### src/hw/psef_pkg.sv
// Package for the processor status and error flag block
package psef_pkg;
	// Register byte offsets
	localparam logic [7:0] CTRL_OFS = 8'h00;
	localparam logic [7:0] ENA_OFS = 8'h04;
	localparam logic [7:0] ERAL_OFS = 8'h08;
	localparam logic [7:0] ERAH_OFS = 8'h0C;
	localparam logic [7:0] PFWL_OFS = 8'h10;
	localparam logic [7:0] PFWH_OFS = 8'h14;
	localparam logic [7:0] SWEEP_OFS = 8'h18;
	// Control word fields, bit n of the 36-bit word sits at bus bit 35-n
	localparam int ENA_SET_POS = 15;
	localparam int ENA_CLR_POS = 14;
	localparam int FLG_CLR_POS = 13;
	localparam int FLG_SET_POS = 12;
	localparam int SEL_LSB = 4;
	localparam int CHAN_LSB = 0;
	localparam int HOLD_POS = 16;
	localparam int BUSY_POS = 17;
	// Flag vector positions, bit 7 is control word bit 24
	localparam int F_BUS = 7;
	localparam int F_ABSENT = 6;
	localparam int F_IO_PAGE_FAILURE_FLAG = 5;
	localparam int F_BUFPAR = 4;
	localparam int F_DIRPAR = 3;
	localparam int F_ADRPAR = 2;
	localparam int F_PWR = 1;
	localparam int F_SWEEP = 0;
	localparam logic [7:0] ERR_MASK = 8'hFE;
	// Reset values
	localparam logic [7:0] FLAGS_RST = 8'h00;
	localparam logic [7:0] ENA_RST = 8'h00;
	localparam logic [2:0] CHAN_RST = 3'h0;
	// Page fault word
	localparam logic [5:0] PF_CODE = 6'h16;
	localparam logic [8:0] PF_TABLE_LOC = 9'h140;
	localparam int PF_LEGACY_LSB = 18;
	// Cache clearer
	localparam logic [9:0] CLEARER_DEV = 10'h00C;
	localparam int SW_PAGE_LSB = 0;
	localparam int SW_OP_LSB = 9;
	localparam int SW_DEV_LSB = 12;
	typedef enum logic [2:0] {
		PSEF_OP_INV_ALL = 3'h0,
		PSEF_OP_WB_ALL = 3'h1,
		PSEF_OP_UNLOAD_ALL = 3'h2,
		PSEF_OP_INV_PAGE = 3'h3,
		PSEF_OP_WB_PAGE = 3'h4,
		PSEF_OP_UNLOAD_PAGE = 3'h5
	} psef_op_t;
	typedef enum logic [2:0] {
		PSEF_SW_IDLE = 3'b001,
		PSEF_SW_REQ = 3'b010,
		PSEF_SW_RUN = 3'b100
	} psef_sw_state_t;
	// Error reports from the memory control unit and memory adapter
	typedef struct packed {
		logic bus_fault;
		logic absent;
		logic addr_parity;
		logic buffer_parity;
		logic dir_parity;
	} psef_mem_err_t;
	// Sweep request towards the memory control unit
	typedef struct packed {
		logic req;
		logic whole;
		logic writeback;
		logic invalidate;
		logic [8:0] page;
	} psef_sweep_t;
endpackage

### src/hw/psef_top.sv
// Processor status flags, interrupt enables, error hold and cache sweep control
//
// Design decisions made here: register access over Wishbone and the register offsets.
`timescale 1ns/10ps
// Functional notes
// Two 8-bit registers: status flags and per-flag interrupt enables.
// Interrupt requested on assigned channel when any enabled flag is set.
// Control word bit 20 sets enables selected by bits 24 to 31.
// Control word bit 21 clears enables selected by bits 24 to 31.
// Enables stay set until software clears them or reset.
// Bit 23 sets selected flags, bit 22 clears them.
// Adapter gives bus error, absent memory, address parity; memory unit gives two more.
// Adapter acknowledges first, then reports address parity within 125 ns.
// Memory unit latches failing address and reports parity with its response.
// Address parity flag sets on next clock after the memory unit reports it.
// Latched address holds buffer word in bits 34-35 and 3-bit origin code.
// Set error flags go back to memory unit; any-error hold freezes the latch.
// Clearing the error flag releases the frozen address latch.
// Memory unit times out 32 us twice before reporting absent memory.
// Absent memory error loads its flag on the status clock, interrupts if enabled.
// Every external error sets flag, interrupts, feeds back and sets hold.
// Buffer parity error also enters the page fault path using the latched address.
// Fault word: code in bits 0-5, address 13-35, legacy zeroes 13-17, location 500.
// Page failure in interrupt cycle sets I/O page flag, dismisses, refetches saved PC.
// Power warning sets power fail flag and requests an interrupt.
// Sweep done flag sets when a cache sweep completes.
// Cache clearer is device 014 with six sweep operations.
// Whole-cache invalidate writes nothing back to core.
// Memory unit responds to sweep request; completion later raises the flag.
// Reset clears all flags and enables.
// Each flag maps to one fixed bit of 24 to 31 in write and read words.
module psef_top (
	// Clock and reset
	input wire logic clk_i,
	input wire logic rst_i,
	// Wishbone slave
	input wire logic wb_cyc_i,
	input wire logic wb_stb_i,
	input wire logic wb_we_i,
	input wire logic [7:0] wb_adr_i,
	input wire logic [3:0] wb_sel_i,
	input wire logic [31:0] wb_dat_i,
	output logic [31:0] wb_dat_o,
	output logic wb_ack_o,
	// Memory control unit
	input wire psef_pkg::psef_mem_err_t mem_err_i,
	input wire logic memory_unit_response_i,
	input wire logic [35:0] error_address_latch_i,
	input wire logic sweep_done_i,
	output logic [7:0] flag_feedback_o,
	output logic any_error_hold_o,
	output psef_pkg::psef_sweep_t sweep_o,
	// Execution unit
	input wire logic legacy_paging_i,
	input wire logic pi_page_fail_i,
	input wire logic [22:0] saved_pc_i,
	output logic page_fault_o,
	output logic [35:0] fault_word_o,
	output logic [8:0] fault_loc_o,
	output logic pi_dismiss_o,
	output logic [22:0] fetch_pc_o,
	// Power controller pin
	input wire logic power_warn_i,
	// Priority interrupt system
	output logic irq_o,
	output logic [2:0] irq_chan_o
);
	logic ack_q;
	logic [31:0] rdat_q;
	logic [7:0] flags_q;
	logic [7:0] flags_d;
	logic [7:0] ena_q;
	logic [2:0] chan_q;
	logic hold_q;
	logic irq_q;
	logic pw_s1_q;
	logic pw_s2_q;
	logic pw_s3_q;
	logic [35:0] pfw_q;
	logic pf_q;
	logic dismiss_q;
	logic [22:0] fetch_pc_q;
	psef_pkg::psef_sw_state_t sw_q;
	psef_pkg::psef_sweep_t sweep_q;
	logic wr;
	logic [31:0] wmask;
	logic [31:0] wdat;
	logic wr_ctl;
	logic wr_sweep;
	logic [7:0] sel;
	logic [7:0] hw_set;
	logic [31:0] status_word;

	// Expand byte enables to a bit mask
	function automatic logic [31:0] psef_sel_mask(input logic [3:0] s);
		logic [31:0] m;
		m = 32'h0000_0000;
		for (int i = 0; i < 4; i++) begin
			m[i*8 +: 8] = {8{s[i]}};
		end
		return m;
	endfunction

	// Test one control word bit under the byte mask
	function automatic logic psef_bit(input logic [31:0] d, input int pos);
		return d[pos];
	endfunction

	// Bus slave: one-cycle ack, write takes effect at the ack edge
	assign wr = wb_cyc_i & wb_stb_i & wb_we_i & ack_q;
	assign wmask = psef_sel_mask(wb_sel_i);
	assign wdat = wb_dat_i & wmask;
	assign wr_ctl = wr && (wb_adr_i == psef_pkg::CTRL_OFS);
	assign wr_sweep = wr && (wb_adr_i == psef_pkg::SWEEP_OFS) && (wb_sel_i == 4'hF) &&
		(wb_dat_i[psef_pkg::SW_DEV_LSB +: 10] == psef_pkg::CLEARER_DEV) &&
		(wb_dat_i[psef_pkg::SW_OP_LSB +: 3] <= psef_pkg::PSEF_OP_UNLOAD_PAGE);
	assign sel = wdat[psef_pkg::SEL_LSB +: 8];

	always_ff @(posedge clk_i) begin
		if (rst_i) begin
			ack_q <= 1'b0;
		end else begin
			ack_q <= wb_cyc_i & wb_stb_i & ~ack_q;
		end
	end

	always_comb begin
		status_word = 32'h0000_0000;
		status_word[psef_pkg::SEL_LSB +: 8] = flags_q;
		status_word[psef_pkg::CHAN_LSB +: 3] = chan_q;
		status_word[psef_pkg::HOLD_POS] = hold_q;
		status_word[psef_pkg::BUSY_POS] = (sw_q != psef_pkg::PSEF_SW_IDLE);
	end

	always_ff @(posedge clk_i) begin
		if (rst_i) begin
			rdat_q <= 32'h0000_0000;
		end else if (wb_cyc_i & wb_stb_i & ~ack_q) begin
			case (wb_adr_i)
				psef_pkg::CTRL_OFS: rdat_q <= status_word;
				psef_pkg::ENA_OFS: rdat_q <= {20'h0_0000, ena_q, 4'h0};
				psef_pkg::ERAL_OFS: rdat_q <= error_address_latch_i[31:0];
				psef_pkg::ERAH_OFS: rdat_q <= {28'h000_0000, error_address_latch_i[35:32]};
				psef_pkg::PFWL_OFS: rdat_q <= pfw_q[31:0];
				psef_pkg::PFWH_OFS: rdat_q <= {28'h000_0000, pfw_q[35:32]};
				psef_pkg::SWEEP_OFS: rdat_q <= {19'h0_0000, sweep_q.whole, sweep_q.writeback,
					sweep_q.invalidate, sweep_q.req, sweep_q.page};
				default: rdat_q <= 32'h0000_0000;
			endcase
		end
	end

	// Power warning pin synchroniser and edge detect
	always_ff @(posedge clk_i) begin
		if (rst_i) begin
			pw_s1_q <= 1'b0;
			pw_s2_q <= 1'b0;
			pw_s3_q <= 1'b0;
		end else begin
			pw_s1_q <= power_warn_i;
			pw_s2_q <= pw_s1_q;
			pw_s3_q <= pw_s2_q;
		end
	end

	// Hardware flag sources
	always_comb begin
		hw_set = 8'h00;
		hw_set[psef_pkg::F_BUS] = mem_err_i.bus_fault;
		hw_set[psef_pkg::F_ABSENT] = mem_err_i.absent & memory_unit_response_i;
		hw_set[psef_pkg::F_ADRPAR] = mem_err_i.addr_parity & memory_unit_response_i;
		hw_set[psef_pkg::F_BUFPAR] = mem_err_i.buffer_parity;
		hw_set[psef_pkg::F_DIRPAR] = mem_err_i.dir_parity;
		hw_set[psef_pkg::F_IO_PAGE_FAILURE_FLAG] = pi_page_fail_i;
		hw_set[psef_pkg::F_PWR] = pw_s2_q & ~pw_s3_q;
		hw_set[psef_pkg::F_SWEEP] = (sw_q == psef_pkg::PSEF_SW_RUN) & sweep_done_i;
	end

	// Flags: hardware set wins over software clear
	always_comb begin
		flags_d = flags_q;
		if (wr_ctl && psef_bit(wdat, psef_pkg::FLG_CLR_POS)) begin
			flags_d = flags_d & ~sel;
		end
		if (wr_ctl && psef_bit(wdat, psef_pkg::FLG_SET_POS)) begin
			flags_d = flags_d | sel;
		end
		flags_d = flags_d | hw_set;
	end

	always_ff @(posedge clk_i) begin
		if (rst_i) begin
			flags_q <= psef_pkg::FLAGS_RST;
		end else begin
			flags_q <= flags_d;
		end
	end

	// Interrupt enables and channel
	always_ff @(posedge clk_i) begin
		if (rst_i) begin
			ena_q <= psef_pkg::ENA_RST;
			chan_q <= psef_pkg::CHAN_RST;
		end else if (wr_ctl) begin
			if (psef_bit(wdat, psef_pkg::ENA_SET_POS)) begin
				ena_q <= ena_q | sel;
			end else if (psef_bit(wdat, psef_pkg::ENA_CLR_POS)) begin
				ena_q <= ena_q & ~sel;
			end
			if (wb_sel_i[0]) begin
				chan_q <= wb_dat_i[psef_pkg::CHAN_LSB +: 3];
			end
		end
	end

	// Interrupt request, error hold and feedback
	always_ff @(posedge clk_i) begin
		if (rst_i) begin
			irq_q <= 1'b0;
			hold_q <= 1'b0;
		end else begin
			irq_q <= |(flags_d & ena_q);
			hold_q <= |(flags_d & psef_pkg::ERR_MASK);
		end
	end

	// Buffer parity page fault word and interrupt-cycle page failure
	always_ff @(posedge clk_i) begin
		if (rst_i) begin
			pfw_q <= 36'h0_0000_0000;
			pf_q <= 1'b0;
			dismiss_q <= 1'b0;
			fetch_pc_q <= 23'h00_0000;
		end else begin
			pf_q <= mem_err_i.buffer_parity & ~flags_q[psef_pkg::F_BUFPAR];
			dismiss_q <= pi_page_fail_i;
			if (pi_page_fail_i) begin
				fetch_pc_q <= saved_pc_i;
			end
			if (mem_err_i.buffer_parity & ~flags_q[psef_pkg::F_BUFPAR]) begin
				pfw_q <= {psef_pkg::PF_CODE, 7'h00, error_address_latch_i[22:0]};
				if (legacy_paging_i) begin
					pfw_q[22:psef_pkg::PF_LEGACY_LSB] <= 5'h00;
				end
			end
		end
	end

	// Cache clearer sweep sequencer
	always_ff @(posedge clk_i) begin
		if (rst_i) begin
			sw_q <= psef_pkg::PSEF_SW_IDLE;
			sweep_q <= '0;
		end else if (wr_sweep) begin
			sw_q <= psef_pkg::PSEF_SW_REQ;
			sweep_q.req <= 1'b1;
			sweep_q.page <= wb_dat_i[psef_pkg::SW_PAGE_LSB +: 9];
			case (psef_pkg::psef_op_t'(wb_dat_i[psef_pkg::SW_OP_LSB +: 3]))
				psef_pkg::PSEF_OP_INV_ALL: begin
					sweep_q.whole <= 1'b1;
					sweep_q.writeback <= 1'b0;
					sweep_q.invalidate <= 1'b1;
				end
				psef_pkg::PSEF_OP_WB_ALL: begin
					sweep_q.whole <= 1'b1;
					sweep_q.writeback <= 1'b1;
					sweep_q.invalidate <= 1'b0;
				end
				psef_pkg::PSEF_OP_UNLOAD_ALL: begin
					sweep_q.whole <= 1'b1;
					sweep_q.writeback <= 1'b1;
					sweep_q.invalidate <= 1'b1;
				end
				psef_pkg::PSEF_OP_INV_PAGE: begin
					sweep_q.whole <= 1'b0;
					sweep_q.writeback <= 1'b0;
					sweep_q.invalidate <= 1'b1;
				end
				psef_pkg::PSEF_OP_WB_PAGE: begin
					sweep_q.whole <= 1'b0;
					sweep_q.writeback <= 1'b1;
					sweep_q.invalidate <= 1'b0;
				end
				default: begin
					sweep_q.whole <= 1'b0;
					sweep_q.writeback <= 1'b1;
					sweep_q.invalidate <= 1'b1;
				end
			endcase
		end else begin
			case (sw_q)
				psef_pkg::PSEF_SW_IDLE: begin
					sweep_q.req <= 1'b0;
				end
				psef_pkg::PSEF_SW_REQ: begin
					if (memory_unit_response_i) begin
						sw_q <= psef_pkg::PSEF_SW_RUN;
						sweep_q.req <= 1'b0;
					end
				end
				psef_pkg::PSEF_SW_RUN: begin
					if (sweep_done_i) begin
						sw_q <= psef_pkg::PSEF_SW_IDLE;
					end
				end
				default: begin
					sw_q <= psef_pkg::PSEF_SW_IDLE;
					sweep_q.req <= 1'b0;
				end
			endcase
		end
	end

	// Outputs
	assign wb_ack_o = ack_q;
	assign wb_dat_o = rdat_q;
	assign flag_feedback_o = flags_q;
	assign any_error_hold_o = hold_q;
	assign sweep_o = sweep_q;
	assign page_fault_o = pf_q;
	assign fault_word_o = pfw_q;
	assign fault_loc_o = psef_pkg::PF_TABLE_LOC;
	assign pi_dismiss_o = dismiss_q;
	assign fetch_pc_o = fetch_pc_q;
	assign irq_o = irq_q;
	assign irq_chan_o = chan_q;
endmodule

### config.mk
export PLATFORM = sky130hd
export DESIGN_NAME = psef_top
export DESIGN_NICKNAME = d
export VERILOG_FILES = /design/src/hw/psef_pkg.sv /design/src/hw/psef_top.sv
export SDC_FILE = /design/constraint.sdc
export NUM_CORES = 1
export LEC_CHECK = 0
export BUFFER_PORTS_ARGS = -buffer_cell sky130_fd_sc_hd__buf_2
export CAP_MARGIN = 10
export CORE_ASPECT_RATIO = 0.75
export CORE_MARGIN = 2
export CORE_UTILIZATION = 42
export DETAILED_ROUTE_END_ITERATION = 6
export GPL_TIMING_DRIVEN = 0
export PLACE_DENSITY = 0.84
export SETUP_SLACK_MARGIN = 0.02
export SLEW_MARGIN = 20
export SYNTH_ARGS = -nofsm -noshare
export SYNTH_HDL_FRONTEND = slang
export SYNTH_SLANG_ARGS = --single-unit
### constraint.sdc
create_clock -name clk_i -period 2 [get_ports clk_i]
set_input_delay 0.5 -clock clk_i [delete_from_list [all_inputs] [get_ports clk_i]]
set_output_delay 0.5 -clock clk_i [all_outputs]
set_load 0.02 [all_outputs]
After elaboration in Yosys (flattened, before gate mapping)
Index checks and enable logic that the tools add are counted.
{ "op_classes": {"n_addsub": 0, "multipliers": 0, "n_div": 0, "magnitude_cmp": 1, "eq_ne": 22, "shifts": 0, "muxes": 14, "bitwise_logic": 21, "reduce_logical": 18} }
{ "op_table": {"columns": ["operator", "count"], "rows": [
  ["32-bit case mux with 7 select lines", 1],
  ["8-bit 2-to-1 mux", 4],
  ["8-bit bitwise AND", 3],
  ["8-bit by 5-bit == test with 1-bit output (second input constant)", 3],
  ["8-bit bitwise OR", 3],
  ["16-bit bitwise AND", 1],
  ["8-bit by 4-bit == test with 1-bit output (second input constant)", 2],
  ["3-bit case mux with 5 select lines", 1],
  ["10-bit by 4-bit == test with 1-bit output (second input constant)", 1],
  ["1-bit bitwise AND", 9],
  ["3-bit by 2-bit == test with 1-bit output (second input constant)", 3],
  ["3-bit case mux with 3 select lines", 1],
  ["8-bit by 3-bit == test with 1-bit output (second input constant)", 1],
  ["8-bit logical NOT", 1],
  ["2-bit != test (second input constant)", 4],
  ["8-bit inverter", 1],
  ["8-bit OR reduction", 1],
  ["1-bit logical AND", 7],
  ["7-bit OR reduction", 1],
  ["3-bit by 1-bit == test with 1-bit output (second input constant)", 2],
  ["3-bit == test (second input constant)", 2],
  ["3-bit 2-to-1 mux", 2],
  ["3-bit != test (second input constant)", 2],
  ["2-bit AND reduction", 3],
  ["other kinds (12)", 17]
]} }
{ "word_totals": {"ff_bits": 122, "latch_bits": 0, "ramBits": 0, "mem_bits_ro": 0, "input_bits": 118, "output_inout_bits": 129, "elab_cells": 97, "mem_count": 0} }

Depth between registers and ports, before layout
Gate-level depths: netlist of the first run.
{ "logic_depth": {"depth_word": 11, "ltp_mapped": 8, "mapped_depth_nobuf": 6} }

Least setup slack after synthesis of the first run
Ideal clock, no wire load.
{ "synth_path": {"path_type": "input -> register", "start": "input port wb_adr_i[3]", "end": "register irq_q (netlist: irq_o)", "arrival_time_ps": 2022, "setup_slack_ps": -159, "stages": 7, "path_buffers": 1, "cell_sequence": "buf_2 nor4bb_1 and4_1 nand2_1 a221o_1 a222oi_1 a41oi_1"} }
{ "synth_between": {"elab_chain_cells": 9} }
{ "synth_lines": {"columns": ["element", "line_no", "rtl"], "rows": [
  ["start, declared", "psef_top.sv:40", "input wire logic [7:0] wb_adr_i,"],
  ["8-bit logical NOT (*)", "psef_top.sv:113", "assign wr_ctl = wr && (wb_adr_i == psef_pkg::CTRL_OFS);"],
  ["1-bit logical AND (*)", "psef_top.sv:113", null],
  ["1-bit logical AND", "psef_top.sv:182", "if (wr_ctl && psef_bit(wdat, psef_pkg::FLG_CLR_POS)) begin"],
  ["8-bit 2-to-1 mux", "psef_top.sv:182", null],
  ["8-bit bitwise OR", "psef_top.sv:186", "flags_d = flags_d | sel;"],
  ["8-bit 2-to-1 mux (*)", "psef_top.sv:185", "if (wr_ctl && psef_bit(wdat, psef_pkg::FLG_SET_POS)) begin"],
  ["8-bit bitwise OR (*)", "psef_top.sv:188", "flags_d = flags_d | hw_set;"],
  ["8-bit bitwise AND (*)", "psef_top.sv:222", "irq_q <= |(flags_d & ena_q);"],
  ["8-bit OR reduction (*)", "psef_top.sv:222", null],
  ["end signal, assigned", "psef_top.sv:222", null],
  ["end, declared", "psef_top.sv:75", "logic irq_q;"]
]} }
Mark *: on every way between the ends. The rest lies on a longest branch, timed or not.
A chain may end at the register's enable or synchronous reset.

Worst setup path in the final report of the first run
{ "layout_path": {"start": "input port wb_adr_i[6]", "end": "register irq_q (netlist: irq_o)"} }
Same word-level chain as after synthesis.

==> flow_metrics.tcl, run 1 <==
set metrics [dict create \
    synthToLayoutAreaGrowth_pct 40.5 \
    start_util_pct 43.5 \
    synthMuxAreaShare_pct 9.31 \
    cts_tree "built" \
    synth-edff-count 0 \
    crit_path_end "irq_o" \
    rr_endpoint "irq_o" \
    status "finished with violations" \
    antenna_found_initial 0 \
    fmax_mhz 491 \
    hold_buffers 0 \
    fillers 1107 \
    gr-total-overflow 0 \
    reg2reg_slack_ns -0.02 \
    antenna_left 0 \
    routedWlPerCell_um 17.9 \
    ys_warn_count 0 \
    report.final.slew_viol_count 0 \
    rr_worst_depth 6 \
    worstReg2RegStart "wb_ack_o" \
    yosysTopAreaCellShare_pct 45.3 \
    clk_pin_slew_ns 0.06 \
    holdPathStages 2 \
    drive_above_1_share_pct 33.7 \
    rows 35 \
    coreArea_um2 12400 \
    worstPathArrival_ns 2.34 \
    netlist_instances 640 \
    endpoint_kind "register" \
    synthArstFlopShare_pct 0 \
    grt_usage_pct 27.3 \
    cts_made_buffers 17 \
    slew_headroom_pct 51.8 \
    powerDensity_nw_per_um2 867 \
    violations "negative setup slack" \
    boundaryPins 247 \
    antenna_cells 0 \
    ctsLongestPathBuffers 2 \
    synth_flop_cell "dfxtp_1" \
    rsz0062_at_grt "yes" \
    critPathLaunch "wb_adr_i[6]" \
    synth-seq-cells 122 \
    ir_drop_mv 0.590 \
    drt-pass1-iter-count 5 \
    cts_num_sinks 122 \
    synth_top_family_by_area "simple AND/OR/NAND/NOR gates" \
    finalSetupViolations 1 \
    clock_latency_ns 0.41 \
    drv_cap 0 \
    synth_area_leaders "dfxtp_1 45%, mux2i_1 9.1%, nor2_1 6.8%" \
    hold_slack_ns 0.292 \
    vias 5781 \
    worst_pin_slew_ns 0.723 \
    nets 1014 \
    dpl_cell_area_um2 6790 \
    cp-start-kind "input pin" \
    synth_commonest_cells "122 x dfxtp_1, 98 x nor2_1, 81 x nand2_1, 63 x a21oi_1, 49 x mux2i_1" \
    path_class "input pin to register" \
    htreeDepth 4 \
    layout_min_cycle_time_ns 2.04 \
    grt_pass1_wl_um 28400 \
    fin_worst_skew_ns 0.00940 \
    drc 0 \
    leakage_uw 0.00348 \
    synth_compound_area_share_pct 15.9 \
    yosysTopAreaCell "dfxtp_1" \
    grt_max_degree 17 \
    grt_pass1_vias 5135 \
    synth.most_common_cell "dfxtp_1" \
    setup_ws_ns -0.0376 \
    drt_iter0_drc 496 \
    finalHoldViolCount 0 \
    dieArea_um2 13800 \
    cts_root_buf "clkbuf_16" \
    finalSetupTns_ns -0.0376 \
    avgViaCountPerCell 5.38 \
    dp_hpwl_um 14500 \
    die_x_um 135 \
    yosys.area_share.adder_pct 0 \
    finalInstanceArea_um2 7580 \
    synth_xor_xnor_area_share_pct 0.325 \
    path_max_fanout 8 \
    gp_congestion 1.00 \
    wl_um 19300 \
    dieHeight_um 102 \
    hp-class "input pin to register" \
    fin_crit_sh_pct 102 \
    crit_required_ns 2.30 \
    portBuffers 211 \
    synth-seq-area-share_pct 45.3 \
    yosys.area_share.simple_pct 22.2 \
    synth.cell_area_um2 5390 \
    ys_types 58 \
    avgSynthCellArea_um2 8.42 \
]
[worst min path at each step]
| stage | startpoint | end | slack, ns |
|---|---|---|---|
| 3_5_place_dp | pw_s1_q | pw_s2_q | 0.44 |
| 3_3_place_gp | pw_s1_q | pw_s2_q | 0.42 |
| 5_1_grt | power_warn_i | pw_s1_q | 0.29 |
| 2_1_floorplan | pw_s1_q | pw_s2_q | 0.41 |
| 4_1_cts | power_warn_i | pw_s1_q | 0.28 |
| 6_report | power_warn_i | pw_s1_q | 0.29 |
[worst max-delay path, stage by stage]
cell      delay (ns)
buf_4           0.13
or4_4           0.61
nor4_4          0.25
buf_6           0.18
nand3_1         0.12
nand3_2         0.13
a222oi_1        0.08
a41oi_1         0.32
[cell families after synthesis]
logic type,after synthesis
AOI/OAI and AO/OA,137
xor gates and xnor gates,2
buffers and inverters,72
DFF,122
muxes,50
other,2
and+or+nand+nor,255
[layout make-up]
class                      count  area [um2]  area share, %
buffer                        66         380           5.02
clock buffer                  19         443           5.85
clock inverter                13         193           2.54
inverter                       5        18.8          0.248
multi-input combinational    463        2750           36.3
sequential                   122        2450           32.3
tap                          166         208           2.74
timing repair buffer         221        1140           15.0
[what timing repair did]
action / in CTS / in global routing
setup buffers: 2 / 8
resized for setup: 8 / 15
endpoints found under the setup margin: 22 / 28
pin swaps: 3 / 13
[power breakdown]
part	leakage [uW]	internal, uW	switching, uW	total (uW)
combinational	0.00218	266	449	715
clock	0.000304	2130	1170	3300
sequential	0.000995	2500	53.5	2550
[cell usage in the layout (no fill, tap or decap), drive strengths merged, types with 4 or more instances in the layout]
cell / instances
buf: 249
dfxtp: 122
nor2: 98
nand2: 81
a21oi: 63
clkbuf: 57
mux2i: 49
a22oi: 30
conb: 19
nand3: 19
o21ai: 14
nand3b: 9
nor2b: 8
inv: 7
nand2b: 5
a31oi: 5
nor4: 5
clkinv: 5
a222oi: 4
o221ai: 4
bufinv: 4
nor3: 4
[routing by layer]
metal / global-route usage (%) / vias up / share of wire, %
met2: 43.0 / 340 / 45
li1: - / 2721 / -
met4: 8.91 / 0 / 1.9
met1: 35.5 / 2687 / 42
met3: 9.23 / 33 / 11
met5: 0 / - / 0
[metrics by stage]
step	cells	utilization, %	total power, uW	setup slack [ns]
2_1_floorplan	657	-	3000	-0.107
3_3_place_gp	1034	54.8	3280	-0.576
3_5_place_dp	1034	54.8	3290	-0.652
4_1_cts	1068	60.3	6580	-0.0645
5_1_grt	1075	61.1	6770	-0.0502
6_report	1075	61.1	6570	-0.0376
[state kept, by name, summed over array words and instances, names as in the netlist, 3 cells and up, named ones only]
name and count:
wb_dat_o 32, fault_word_o 24, fetch_pc_o 23, sweep_o 13
flag_feedback_o 8, irq_chan_o 3, sw_q 3
Power figures use the tool's default switching activity.
==> run 2, diff against run 1 <==
--- a/config.mk
+++ b/config.mk
@@ -13,7 +13,7 @@
 export DETAILED_ROUTE_END_ITERATION = 6
 export GPL_TIMING_DRIVEN = 0
 export PLACE_DENSITY = 0.84
-export SETUP_SLACK_MARGIN = 0.02
+export SETUP_SLACK_MARGIN = 0.3
 export SLEW_MARGIN = 20
 export SYNTH_ARGS = -nofsm -noshare
 export SYNTH_HDL_FRONTEND = slang
==> flow_metrics.tcl, run 2 (synthesized netlist as in run 1, its figures left out) <==
set metrics [dict create \
    status "finished with violations" \
    violations "negative setup slack" \
    antenna_cells 0 \
    final_common_cell "buf_2" \
    cts_tree "built" \
    fillers 1003 \
    avgViaCountPerCell 5.41 \
    fin_crit_sh_pct 102 \
    worstPathArrival_ns 2.28 \
    htreeDepth 4 \
    antenna_found_initial 0 \
    worst_path_max_delay_cell "nor4_4" \
    boundaryPins 247 \
    start_util_pct 43.5 \
    endpoint_kind "register" \
    powerDensity_nw_per_um2 803 \
    grt_max_degree 17 \
    dp_hpwl_um 14500 \
    fin_worst_skew_ns 0.0142 \
    final_cell_mix "207 x buf_2, 120 x dfxtp_1, 93 x nor2_1, 72 x nand2_1, 52 x a21oi_1" \
    dieArea_um2 13800 \
    cts_num_sinks 122 \
    cts_made_buffers 17 \
    gp_congestion 0.954 \
    antenna_left 0 \
    crit_required_ns 2.25 \
    finish.utilization_pct 66.4 \
    finalHoldViolCount 0 \
    clock_latency_ns 0.41 \
    drv_cap 0 \
    dieHeight_um 102 \
    drt-pass1-iter-count 7 \
    total_power_uw 6600 \
    portBuffers 211 \
    fmax_mhz 492 \
    routedWlPerCell_um 19.0 \
    dpl.cell_count 1034 \
    clk_pin_slew_ns 0.05 \
    die_x_um 135 \
    gr-total-overflow 0 \
    wl_um 20800 \
    hp-class "input pin to register" \
    grt_usage_pct 28.9 \
    path_class "input pin to register" \
    vias 5947 \
    cp-start-kind "input pin" \
    grt_pass1_vias 5504 \
    largest_reg_flops 32 \
    worst_pin_slew_ns 1.21 \
    synthToLayoutAreaGrowth_pct 52.5 \
    setup_ws_ns -0.0333 \
    drive_above_1_share_pct 42.2 \
    nets 1038 \
    ctsLongestPathBuffers 2 \
    drt_iter0_drc 531 \
    cts_root_buf "clkbuf_16" \
    grt_pass1_wl_um 30000 \
    cp_cell_sequence "buf_8 > nor4_4 > nand4_1 > o21ai_1 > nand3_2 > a222oi_1 > a41oi_1" \
    report.final.slew_viol_count 0 \
    hold_slack_ns 0.314 \
    layout_min_cycle_time_ns 2.03 \
    leakage_uw 0.00372 \
    slew_headroom_pct 19.3 \
    coreArea_um2 12400 \
    drc 0 \
    cpPeakStageDelay_ns 0.36 \
    stdcell_count 1099 \
    finalSetupViolations 2 \
    rsz0062_at_grt "yes" \
    ir_drop_mv 0.697 \
    path_max_fanout 4 \
    rows 35 \
]
## run 2: cell count changes in the layout (fill, tap and decap cells not counted), sizes merged
cell and delta:
clkinv +1, clkinvlp -1, inv -2, buf +27, clkbuf -1
## run 2: stage by stage
stage	worst slack [ns]	cell area (um2)	TNS [ns]
floorplan	-0.107	5590	-0.378
finish	-0.0333	8220	-0.0442
global placement	-0.672	6850	-12.88
CTS	0.00204	7830	0
global route	-0.141	8220	-0.158
detailed placement	-0.728	6850	-14.34
## run 2: worst max-delay path, delay by kind of cell
family | cells | cell delay [ns]
AND/OR/NAND/NOR | 3 | 0.84
buffers and inverters | 1 | 0.10
AO/OA/AOI/OAI | 3 | 0.83
## run 2: metal layers
metal / up-vias / global-route usage [%] / part of all wire [%]
met5: - / 0 / 0
met4: 0 / 11.7 / 2.9
met3: 53 / 8.48 / 11
met2: 368 / 45.0 / 44
met1: 2751 / 37.9 / 42
li1: 2775 / - / -
## run 2: path summary, 6_finish.rpt
check / startpoint / endpoint / slack, ns / cells after the start
setup / recovery: wb_adr_i[5] / irq_o / -0.03 / 7
hold reg to reg: pw_s1_q / pw_s2_q / 0.44 / 1
hold / removal: power_warn_i / pw_s1_q / 0.31 / 2
setup reg to reg: wb_ack_o / irq_o / -0.02 / 6
## run 2: area by class of cell
cell class                 instances  area, um2  share of cell area, %
multi-input combinational        463       3040                   37.0
sequential                       122       2440                   29.7
timing repair buffer             244       1440                   17.5
clock buffer                      21        460                   5.60
buffer                            67        445                   5.42
tap                              166        208                   2.53
clock inverter                    11        169                   2.05
inverter                           5       18.8                  0.228
## run 2: repair_timing
item | CTS | global route
endpoints found under the setup margin | 55 | 86
gates resized for setup | 40 | 90
pin swaps | 23 | 41
cloned | 1 | 0
buffers inserted | 21 | 11
endpoints found under the hold margin | 0 | 0
hold buffers | 0 | 0
## run 2: report_power, final
part	total [uW]	internal, uW	switching (uW)
clock	3270	2150	1120
sequential	2560	2500	54.8
combinational	776	292	483
total	6600	4950	1650
